==> config.mk <==
export PLATFORM = sky130hd
export DESIGN_NAME = boisa_alu
export DESIGN_NICKNAME = d
export VERILOG_FILES = /design/src/boisa_pkg.sv /design/src/boisa_alu.sv
export SDC_FILE = /design/constraint.sdc
export NUM_CORES = 1
export LEC_CHECK = 0
export BUFFER_PORTS_ARGS = -buffer_cell sky130_fd_sc_hd__buf_2
export CAP_MARGIN = 0
export CORE_UTILIZATION = 54
export CTS_CLUSTER_DIAMETER = 150
export DETAILED_ROUTE_END_ITERATION = 10
export GPL_TIMING_DRIVEN = 0
export PLACE_DENSITY = 0.87
export RECOVER_POWER = 50
export SKIP_CTS_REPAIR_TIMING = 1
export SLEW_MARGIN = 5
export SYNTH_ARGS = -nofsm -noshare
export SYNTH_HDL_FRONTEND = slang
export SYNTH_SLANG_ARGS = --single-unit
==> constraint.sdc <==
create_clock -name mclk -period 3 [get_ports mclk]
set_input_delay 0.45 -clock mclk [delete_from_list [all_inputs] [get_ports mclk]]
set_output_delay 0.45 -clock mclk [all_outputs]
set_load 0.01 [all_outputs]
==> src/boisa_pkg.sv <==
// package: opcode selection, widths and reset values for the byte alu datapath
package boisa_pkg;
  localparam int DATA_W = 8;
  localparam int ADDR_W = 7;
  localparam logic [7:0] ACC_RST   = 8'h00;
  localparam logic       ZERO_RST  = 1'b0;
  localparam logic       CARRY_RST = 1'b0;
  localparam logic       TGT_ACC   = 1'b0;
  localparam logic       TGT_FILE  = 1'b1;
  localparam int SHIFT_MSB = 7;
  localparam int SHIFT_LSB = 0;
  localparam logic [6:0] WADDR_RST = 7'h00;
  localparam logic [7:0] WDATA_RST = 8'h00;
  localparam logic [7:0] INC_STEP  = 8'h01;

  typedef enum logic [2:0] {
    BOISA_NOP_OP,
    BOISA_OR_IMMEDIATE_OP,
    BOISA_INCREMENT_OP,
    BOISA_OR_REGISTER_OP,
    BOISA_SHIFT_UP_OP,
    BOISA_SHIFT_DOWN_OP,
    BOISA_COPY_REGISTER_OP
  } boisa_op_t;
endpackage

==> src/boisa_alu.sv <==
// module: single-cycle byte alu for or, increment, shift and copy operations
`timescale 1ns/10ps
// Contract
// - or-immediate ors the accumulator with an 8-bit literal into the accumulator, only zero changes.
// - with target select 0 the result goes to the accumulator and the file register is not written.
// - with target select 1 the result of every op except nop and or-immediate is written back to the file register at address 0 to 127.
// - increment adds one to the file register value, sends it to the target, only zero changes.
// - or-register ors accumulator with the file register, sends it to the target, only zero changes.
// - shift-up moves bit 7 to carry, bits 6..0 up to 7..1, and puts zero in bit 0.
// - shift-down puts zero in bit 7, moves bits 7..1 down to 6..0, and bit 0 to carry.
// - both shifts update carry and zero and send the shifted byte to the selected target.
// - copy-register passes the file value unchanged to the target and updates zero.
module boisa_alu
  import boisa_pkg::*;
(
  input  wire logic              mclk,
  input  wire logic              rst_n,
  input  wire boisa_op_t         opSel,
  input  wire logic              targetSel,
  input  wire logic [DATA_W-1:0] literal,
  input  wire logic [ADDR_W-1:0] fileAddr,
  input  wire logic [DATA_W-1:0] fileRdata,
  output logic [DATA_W-1:0]      acc,
  output logic                   zeroFlag,
  output logic                   carryFlag,
  output logic                   fileWe,
  output logic [ADDR_W-1:0]      fileWaddr,
  output logic [DATA_W-1:0]      fileWdata
);

  ////////////////////////////////////////////////////////////////////////////
  // helpers
  function automatic logic isZero(input logic [DATA_W-1:0] v);
    return (v == '0);
  endfunction

  function automatic logic isActiveOp(input boisa_op_t op);
    return (op != BOISA_NOP_OP);
  endfunction

  // operations that read the file and honour the target select
  function automatic logic isRegOp(input boisa_op_t op);
    logic hit;
    case (op)
      BOISA_INCREMENT_OP:     hit = 1'b1;
      BOISA_OR_REGISTER_OP:   hit = 1'b1;
      BOISA_SHIFT_UP_OP:      hit = 1'b1;
      BOISA_SHIFT_DOWN_OP:    hit = 1'b1;
      BOISA_COPY_REGISTER_OP: hit = 1'b1;
      default:                hit = 1'b0;
    endcase
    return hit;
  endfunction

  function automatic logic isShiftOp(input boisa_op_t op);
    logic hit;
    case (op)
      BOISA_SHIFT_UP_OP:   hit = 1'b1;
      BOISA_SHIFT_DOWN_OP: hit = 1'b1;
      default:             hit = 1'b0;
    endcase
    return hit;
  endfunction

  // or of the accumulator with either operand
  function automatic logic [DATA_W-1:0] orBytes(
    input logic [DATA_W-1:0] a,
    input logic [DATA_W-1:0] b
  );
    return a | b;
  endfunction

  // zero enters at the bottom, the top bit leaves for the carry
  function automatic logic [DATA_W-1:0] shiftUp(input logic [DATA_W-1:0] v);
    return {v[SHIFT_MSB-1:SHIFT_LSB], 1'b0};
  endfunction

  // zero enters at the top, the bottom bit leaves for the carry
  function automatic logic [DATA_W-1:0] shiftDown(input logic [DATA_W-1:0] v);
    return {1'b0, v[SHIFT_MSB:SHIFT_LSB+1]};
  endfunction

  ////////////////////////////////////////////////////////////////////////////
  // state and next values
  logic [DATA_W-1:0] acc_r;
  logic [DATA_W-1:0] acc_nxt;
  logic              zero_r;
  logic              zero_nxt;
  logic              carry_r;
  logic              carry_nxt;
  logic              fileWe_r;
  logic              fileWe_nxt;
  logic [ADDR_W-1:0] fileWaddr_r;
  logic [ADDR_W-1:0] fileWaddr_nxt;
  logic [DATA_W-1:0] fileWdata_r;
  logic [DATA_W-1:0] fileWdata_nxt;

  // shared datapath
  logic [DATA_W-1:0] result;
  logic              shiftCarry;
  logic              opActive;
  logic              toFile;

  ////////////////////////////////////////////////////////////////////////////
  // operand selection and result
  // unused codes fall to the plain copy path
  always_comb begin
    result     = fileRdata;
    shiftCarry = carry_r;
    case (opSel)
      BOISA_OR_IMMEDIATE_OP: begin
        result = orBytes(acc_r, literal);
      end
      BOISA_INCREMENT_OP: begin
        result = fileRdata + INC_STEP;
      end
      BOISA_OR_REGISTER_OP: begin
        result = orBytes(acc_r, fileRdata);
      end
      BOISA_SHIFT_UP_OP: begin
        result     = shiftUp(fileRdata);
        shiftCarry = fileRdata[SHIFT_MSB];
      end
      BOISA_SHIFT_DOWN_OP: begin
        result     = shiftDown(fileRdata);
        shiftCarry = fileRdata[SHIFT_LSB];
      end
      BOISA_COPY_REGISTER_OP: begin
        result = fileRdata;
      end
      default: begin
        result = fileRdata;
      end
    endcase
  end

  // or-immediate always lands in the accumulator, whatever the target select says
  always_comb begin
    opActive = isActiveOp(opSel);
    toFile   = 1'b0;
    if (opActive && isRegOp(opSel) && (targetSel == TGT_FILE)) begin
      toFile = 1'b1;
    end
  end

  ////////////////////////////////////////////////////////////////////////////
  // accumulator
  always_comb begin
    acc_nxt = acc_r;
    if (opActive && !toFile) begin
      acc_nxt = result;
    end
  end

  always_ff @(posedge mclk) begin
    if (!rst_n) begin
      acc_r <= ACC_RST;
    end else begin
      acc_r <= acc_nxt;
    end
  end

  ////////////////////////////////////////////////////////////////////////////
  // status flags
  always_comb begin
    zero_nxt  = zero_r;
    carry_nxt = carry_r;
    if (opActive) begin
      zero_nxt = isZero(result);
      if (isShiftOp(opSel)) begin
        carry_nxt = shiftCarry;
      end
    end
  end

  always_ff @(posedge mclk) begin
    if (!rst_n) begin
      zero_r  <= ZERO_RST;
      carry_r <= CARRY_RST;
    end else begin
      zero_r  <= zero_nxt;
      carry_r <= carry_nxt;
    end
  end

  ////////////////////////////////////////////////////////////////////////////
  // file register write port
  // address and data hold between writes, the strobe lasts one cycle
  always_comb begin
    fileWe_nxt    = 1'b0;
    fileWaddr_nxt = fileWaddr_r;
    fileWdata_nxt = fileWdata_r;
    if (toFile) begin
      fileWe_nxt    = 1'b1;
      fileWaddr_nxt = fileAddr;
      fileWdata_nxt = result;
    end
  end

  always_ff @(posedge mclk) begin
    if (!rst_n) begin
      fileWe_r    <= 1'b0;
      fileWaddr_r <= WADDR_RST;
      fileWdata_r <= WDATA_RST;
    end else begin
      fileWe_r    <= fileWe_nxt;
      fileWaddr_r <= fileWaddr_nxt;
      fileWdata_r <= fileWdata_nxt;
    end
  end

  ////////////////////////////////////////////////////////////////////////////
  // outputs straight from the registers
  assign acc       = acc_r;
  assign zeroFlag  = zero_r;
  assign carryFlag = carry_r;
  assign fileWe    = fileWe_r;
  assign fileWaddr = fileWaddr_r;
  assign fileWdata = fileWdata_r;

endmodule

======== Word level (Yosys, flattened, before mapping) ========
Index checks and enable logic that the tools add are counted.
storage, ports and cells
  register bits after elaboration ......... 26
  input bits .............................. 29
  output and inout bits ................... 26
  logic and storage cells ................. 32
cells by class
  add/sub/neg operators ................... 1
  eq/ne operators ......................... 6
  mux-type cells .......................... 7
  bitwise gates (word level) .............. 2
  reduce and logical (&&, ||, !) cells .... 10
operators with widths
  operator               count
  $pmux W8 S5            1
  $or A8 B8 Y8           2
  $eq A3 B3 Y1 const B   3
  $add A8 B1 Y8 const B  1
  $logic_not A8 Y1       1
  $eq A3 B2 Y1 const B   2
  $mux W1                5
  $reduce_or A5 Y1       1
  $eq A3 B1 Y1 const B   1
  $logic_and A1 B1 Y1    3
  $reduce_and A3 Y1      1
  $reduce_bool A3 Y1     1
  $pmux W1 S2            1
  $reduce_bool A2 Y1     1
  $reduce_or A2 Y1       1
  $logic_not A1 Y1       1

======== Longest topological paths before layout ========
Gate-level depths: netlist (run 1).
  depth in word-level cells ............... 8
  mapped depth ............................ 8
  depth with buffers taken out ............ 7

======== Worst setup path after synthesis (run 1) ========
Ideal clock, no wire load.
  path kind ............................... input to register
  start ................................... in fileRdata[0]
  end ..................................... reg acc_r[6], in the netlist acc[6]
  setup time .............................. 0.116 ns
  arrival time ............................ 1.626 ns
  required time ........................... 2.884 ns
  path slack .............................. 1.258 ns
  stages on the path ...................... 7
  buffers on the path ..................... 0
  path through ............................ ha_1 > and3_1 > a41oi_1 > nor3b_1 > a211oi_1 > nand2_1 > o211a_1
between the ends
  longest elaborated chain between the ends .. 2
ends and longest elaborated chain
  item                  RTL line          RTL
  start, declared       boisa_alu.sv:22   input wire logic [DATA_W-1:0] fileRdata,
  $add A8 B1 Y8         boisa_alu.sv:115  result = fileRdata + INC_STEP;
  $pmux W8 S5           boisa_alu.sv:110  case (opSel)
  end signal, assigned  boisa_alu.sv:159  acc_r <= acc_nxt;
  end, declared         boisa_alu.sv:85   logic [DATA_W-1:0] acc_r;
Every way passes these cells.
A chain may end at the register's enable or synchronous reset.

======== Worst setup path in the final report (run 1) ========
  start ................................... in opSel[0]
  end ..................................... reg acc_r[7], in the netlist acc[7]
between the ends
  longest elaborated chain between the ends .. 8
  elaborated cells between the ends (all ways) .. 15
  classes of those cells .................. eq/ne (6); mux (3); reduce/logical (6)
ends and longest elaborated chain
  item                                        RTL line                           RTL
  start, declared                             boisa_alu.sv:18                    input wire boisa_op_t opSel,
  $eq A3 B3 Y1, or another cell as far along  boisa_alu.sv:44, boisa_alu.sv:110
  $reduce_or A5 Y1 (no line)                  n/a
  $mux W1                                     boisa_alu.sv:44                    case (op)
  $logic_and A1 B1 Y1 (2 in series)           boisa_alu.sv:141                   if (opActive && isRegOp(opSel) && (targetSel == TGT_FILE)) begin
  $mux W1                                     boisa_alu.sv:141
  $logic_not A1 Y1                            boisa_alu.sv:150                   if (opActive && !toFile) begin
  $logic_and A1 B1 Y1                         boisa_alu.sv:150
Parallel ways exist; a longest one is shown, timed or not.

==> results_dict.tcl, run 1 <==
set metrics [dict create \
    status "finished with violations" \
    violations "design-rule violations" \
    grt_max_degree 16 \
    synth.cells.most_frequent "26 x sky130_fd_sc_hd__dfxtp_1, 21 x sky130_fd_sc_hd__nand2_1, 15 x sky130_fd_sc_hd__nor2b_1" \
    initial_utilization 0.584 \
    clockRootBuffer "sky130_fd_sc_hd__clkbuf_4" \
    post-layout-total-power_w 0.000863 \
    firstDrtPassIters 7 \
    number_of_global_route_vias_before_repair 1482 \
    report.final.setup_viol 0 \
    clkSinkCount 26 \
    fin_crit_ps 2080 \
    numCtsBuffers 3 \
    path_clk_slew_ps 140 \
    io_buffer_count 53 \
    rr_worst_depth 5 \
    power.density_nw_per_um2 441 \
    ant_nets 0 \
    regToRegStartpoint "acc[6]" \
    hold_violations 0 \
    post-route-worst-setup-slack_ps 920 \
    antennaDiodeCount 0 \
    grt_antenna_before_repair 0 \
    post_synth_inst_count 188 \
    max-slew-margin-rel 0.548 \
    dieArea_sq_um 3260 \
    most_frequent_cell_after_synthesis "sky130_fd_sc_hd__dfxtp_1" \
    setup.worst_path.end "acc[7]" \
    floorplan.die.width_um 57.1 \
    drtIter0Drc 111 \
    worst_pin_slew_ps 678 \
    place_hpwl_mm 3.17 \
    placement_row_count 19 \
    postRouteWirelength_mm 4.22 \
    worstSetupEndpointType "flip-flop" \
    rsz0062_at_grt "no" \
    chipHeight_um 57.1 \
    synth-edff-count 0 \
    syn-cell-area_sq_um 1640 \
    synth.top_cell.area_share 0.318 \
    max-clock-path-buffers 2 \
    ir_worst_vdd_mv 0.455 \
    timing_max_transition_violations_final 0 \
    dr_wl_cell_um 15.3 \
    grt_util_all_layers 0.277 \
    crit_arrival_ps 2320 \
    number_of_maximum_capacitance_constraint_violations 0 \
    global_route.overflow_total 0 \
    timing.fmax_mhz 481 \
    yosys_reg_bits 26 \
    synth_top_area_cell "sky130_fd_sc_hd__dfxtp_1" \
    setup.worst_path.start_class "input pin" \
    share_of_synthesized_flip_flops_with_an_asynchronous_set_or_reset 0 \
    cts_max_level 1 \
    vias 1649 \
    globalplace.congestion 0.963 \
    critPathMaxFanout 10 \
    clkLatencyLatePin_ps 330 \
    totalNegativeSetupSlack_ps 0 \
    final_net_count 276 \
    rr_endpoint "fileWdata[6]" \
    timing.critical_path.required_ps 3240 \
    worst_setup_path_startpoint "opSel[0]" \
    top_cells_by_area_in_the_synthesized_netlist "sky130_fd_sc_hd__dfxtp_1 32%, sky130_fd_sc_hd__o211a_1 8.6%, sky130_fd_sc_hd__mux2i_1 7.9%" \
    grtUsageMet2 0.432 \
    synth_cell_type_count 48 \
    global_route.usage.met3 0.0476 \
    final_min_period_over_clock_period 0.693 \
    drc_violations_left 8 \
    synth_flop_cell "sky130_fd_sc_hd__dfxtp_1" \
    hold_path.class "input pin to flip-flop" \
    layout-drive-gt1-share 0.204 \
    ys.warnings.count 0 \
    ioPinCount 55 \
    r2r_slack_ps 1580 \
    floorplan.core_area_sq_um 2810 \
    fin_skew_ps 10.7 \
    synth.avg_cell_area_sq_um 8.71 \
    synth_nets 218 \
    grt.busiest_layer "met2" \
    grt_util_met1 0.386 \
    num-fill-cells 261 \
    drt-vias-per-instance 5.97 \
    power_leakage_nw 0.930 \
    crit_type "input pin to flip-flop" \
    grt_pass1_wl_mm 7.02 \
    syn2layout_area_growth_pct 19.6 \
    dpl_worst_slack_ps 814 \
    cts_tree "done" \
    ys_seq_area_frac 0.318 \
]
cell usage in the layout, fill, tap and decap left out, drive strengths merged, types with 3 or more instances in the layout:
| master | count |
|---|---|
| nor2 | 5 |
| nand2 | 21 |
| mux2i | 13 |
| buf | 36 |
| nand3 | 5 |
| a21oi | 5 |
| nor2b | 15 |
| a211oi | 3 |
| and3 | 7 |
| o21ai | 12 |
| mux2 | 4 |
| o211a | 14 |
| nand4 | 3 |
| clkbuf | 35 |
| a31oi | 4 |
| inv | 4 |
| dfxtp | 26 |
layout make-up:
class	instances	area [sq um]	share of cell area
buffer	15	81.3	0.0415
clock buffer	3	22.5	0.0115
inverter	4	15.0	0.00766
sequential	26	520	0.266
timing repair buffer	53	234	0.119
tap	31	38.8	0.0198
multi-input combinational	143	1020	0.519
clock inverter	1	30.0	0.0153
power by group:
| part | switching, W | leakage [nW] | internal [W] | total, W |
|---|---|---|---|---|
| logic | 0.000132 | 0.687 | 0.0000998 | 0.000232 |
| registers | 0.0000173 | 0.215 | 0.000373 | 0.000391 |
| clock network | 0.000106 | 0.0279 | 0.000135 | 0.000241 |
layer usage:
metal	wire length, um	up-vias
met3	319	12
li1	-	804
met1	1860	752
met2	1960	81
met5	0	-
met4	79	0
sequential cells by signal, summed over array words and instances (netlist names):
register   flops
acc            8
fileWdata      8
zeroFlag       1
fileWaddr      7
fileWe         1
carryFlag      1
critical path, cell delays in order:
cell                       delay (ps)
sky130_fd_sc_hd__buf_2            110
sky130_fd_sc_hd__clkbuf_1         430
sky130_fd_sc_hd__clkbuf_1         410
sky130_fd_sc_hd__nand2_1           90
sky130_fd_sc_hd__o221ai_1         260
sky130_fd_sc_hd__buf_2            350
sky130_fd_sc_hd__nand2_1           80
sky130_fd_sc_hd__o211a_1          120
cell families after synthesis:
family                     share of synthesized area
muxes                                          0.109
AOI/OAI and AO/OA                              0.253
DFF                                            0.318
xor gates and xnor gates                      0.0160
adders and majority gates                    0.00764
and+or+nand+nor                                0.235
buffers and inverters                         0.0611
worst min path at each step:
stage | start | to | slack (ps) | cells past startpoint
detailed placement | zeroFlag | zeroFlag | 450 | 2
CTS | fileAddr[4] | fileWaddr[4] | 370 | 3
finish | fileAddr[2] | fileWaddr[2] | 370 | 3
global placement | zeroFlag | zeroFlag | 450 | 2
global route | fileAddr[1] | fileWaddr[1] | 360 | 3
floorplan | zeroFlag | zeroFlag | 480 | 2
metrics by stage:
stage / cell area (sq um) / std cells / hold slack [ps] / util
global placement: 1940 / 272 / 447 / 0.692
global route: 1960 / 276 / 361 / 0.698
detailed placement: 1940 / 272 / 454 / 0.692
finish: 1960 / 276 / 368 / 0.698
CTS: 1990 / 276 / 372 / 0.711
floorplan: 1640 / 188 / 481 / -
(Power assumes the default switching activity.)
==> run 2: changes to the inputs <==
CORE_UTILIZATION = 45   (was 54)
PLACE_DENSITY = 0.77   (was 0.87)
clock period = 1.9 ns   (was 3 ns; I/O delays follow)
==> run 2 against run 1 <==
Net effect:
- global-route usage fell by 5.8 points
- design area grew 0.32%
- the flow now finishes without violations
- worst hold slack lost 150 ps
- register-to-register slack lost 1000 ps
- combinational power rose by 54%
- core utilization decreased by 12 points
- critical path type unchanged
- sequential cell count unchanged
- final cell count increased by 5.4%
- via count down 3.5%
==> results_dict.tcl, run 2 (synthesis gave the netlist of run 1 again) <==
set metrics [dict create \
    power.density_nw_per_um2 633 \
    clockRootBuffer "sky130_fd_sc_hd__clkbuf_4" \
    grt.busiest_layer "met2" \
    grt_util_all_layers 0.219 \
    comb_power_share 0.287 \
    report.final.setup_viol 0 \
    area_taken_by_multi_input_logic_gates_sq_um 1020 \
    timing.critical_path.buf_inv 1 \
    postRouteWirelength_mm 3.92 \
    syn2layout_area_growth_pct 20.0 \
    worstSetupEndpointType "flip-flop" \
    totalNegativeSetupSlack_ps 0 \
    sequential_cell_area_sq_um 520 \
    vias 1591 \
    firstDrtPassIters 4 \
    clkSinkCount 26 \
    drtIter0Drc 70 \
    layout.cells.non_filler 291 \
    io_buffer_count 53 \
    globalplace.congestion 0.903 \
    ant_nets 0 \
    switchingPower_w 0.000380 \
    rr_worst_depth 6 \
    critPathMaxFanout 8 \
    global_route.overflow_total 0 \
    rsz0062_at_grt "no" \
    clock_power_share 0.219 \
    critical_path.slowest_cell "sky130_fd_sc_hd__a211oi_1" \
    seqPwrFrac 0.494 \
    number_of_global_route_vias_before_repair 1521 \
    dp_cells 287 \
    power_leakage_nw 0.927 \
    max-slew-margin-rel 0.631 \
    chipHeight_um 62.3 \
    dr_wl_cell_um 13.5 \
    initial_utilization 0.479 \
    hold_violations 0 \
    internal_dissipation_w 0.000865 \
    grt_antenna_before_repair 0 \
    fin_crit_ps 1660 \
    placement_row_count 21 \
    timing.fmax_mhz 604 \
    final_net_count 276 \
    crit_type "input pin to flip-flop" \
    power_switching_share 0.306 \
    crit_cells 8 \
    final_min_period_over_clock_period 0.871 \
    num-fill-cells 351 \
    grtUsageMet2 0.354 \
    status "finished, final reports clean" \
    critical_path.max_stage_delay_ps 440 \
    ir_worst_vdd_mv 0.551 \
    design_area_sq_um 1970 \
    final_core_util 0.575 \
    place_hpwl_mm 3.00 \
    drt-vias-per-instance 5.47 \
    layout.cells.most_common_list "33 x sky130_fd_sc_hd__buf_2, 31 x sky130_fd_sc_hd__clkbuf_1, 26 x sky130_fd_sc_hd__dfxtp_1" \
    worst_pin_slew_ps 554 \
    path_clk_slew_ps 130 \
    antennaDiodeCount 0 \
    cts_tree "done" \
    placed_cell_area_sq_um 1960 \
    clkLatencyLatePin_ps 320 \
    path_cells "buf_2 > ha_1 > and3_1 > a41oi_1 > nor3b_1 > a211oi_1 > nand2_1 > o211a_1" \
    grt_util_met1 0.310 \
    max-clock-path-buffers 2 \
    ioPinCount 55 \
    hold_path.class "input pin to flip-flop" \
    family_of_cells_with_the_greatest_summed_delay_on_the_critical_path "compound AO/OA/AOI/OAI gates" \
    setup.worst_path.start_class "input pin" \
    drc_violations_left 0 \
    number_of_maximum_capacitance_constraint_violations 0 \
    grt_pass1_wl_mm 7.02 \
    number_of_stages_on_the_worst_hold_path 3 \
    floorplan.core_area_sq_um 3420 \
    floorplan.die.width_um 62.3 \
    crit_arrival_ps 1880 \
    layout-drive-gt1-share 0.208 \
    global_route.usage.met3 0.0404 \
    timing.critical_path.required_ps 2130 \
    cts_max_level 1 \
    numCtsBuffers 3 \
    layout_commonest_cell "sky130_fd_sc_hd__buf_2" \
    fin_skew_ps 0.989 \
    dieArea_sq_um 3890 \
    timing_max_transition_violations_final 0 \
    grt_max_degree 15 \
]
run 2: cell type report:
type,instances,area share
inverters,4,0.00764
repair buffers,53,0.119
flip-flops and latches,26,0.265
multi-input cells,143,0.518
clock buffers,4,0.0185
well taps,46,0.0293
plain buffers,15,0.0433
run 2: worst register-to-register path, cell delays in order, from the launching register on:
cell and delay [ps]:
sky130_fd_sc_hd__dfxtp_1 360, sky130_fd_sc_hd__inv_1 60, sky130_fd_sc_hd__a41oi_1 90, sky130_fd_sc_hd__a22o_1 280
sky130_fd_sc_hd__nor4b_2 280, sky130_fd_sc_hd__nand4_1 110, sky130_fd_sc_hd__o21ai_1 130
run 2: final timing paths:
| check | start | end | slack (ps) |
|---|---|---|---|
| worst max register to register | acc[2] | zeroFlag | 540 |
| worst min-delay path | fileAddr[1] | fileWaddr[1] | 220 |
| worst max-delay path | fileRdata[0] | acc[6] | 240 |
| worst min register to register | zeroFlag | zeroFlag | 470 |
run 2: metrics by stage:
step / hold WS [ps] / worst slack [ps] / total power [W]
after floorplan: 454 / 323 / 0.000862
after global placement: 454 / -79.0 / 0.000991
after detailed placement: 457 / -64.0 / 0.000994
after CTS: 217 / 275 / 0.00126
after global routing: 209 / 154 / 0.00133
final: 217 / 244 / 0.00125
run 2: per-layer routing:
| layer | vias up | share of wire |
|---|---|---|
| li1 | 803 | - |
| met1 | 726 | 0.49 |
| met2 | 58 | 0.45 |
| met3 | 4 | 0.054 |
| met4 | 0 | 0.0046 |
| met5 | - | 0 |
run 2: power by group through the flow:
stage               registers (W)  clock network [W]  logic [W]
floorplan                0.000646                  0   0.000217
global placement         0.000626                  0   0.000365
detailed placement       0.000627                  0   0.000368
CTS                      0.000615           0.000280   0.000370
global route             0.000623           0.000310   0.000399
finish                   0.000615           0.000272   0.000358
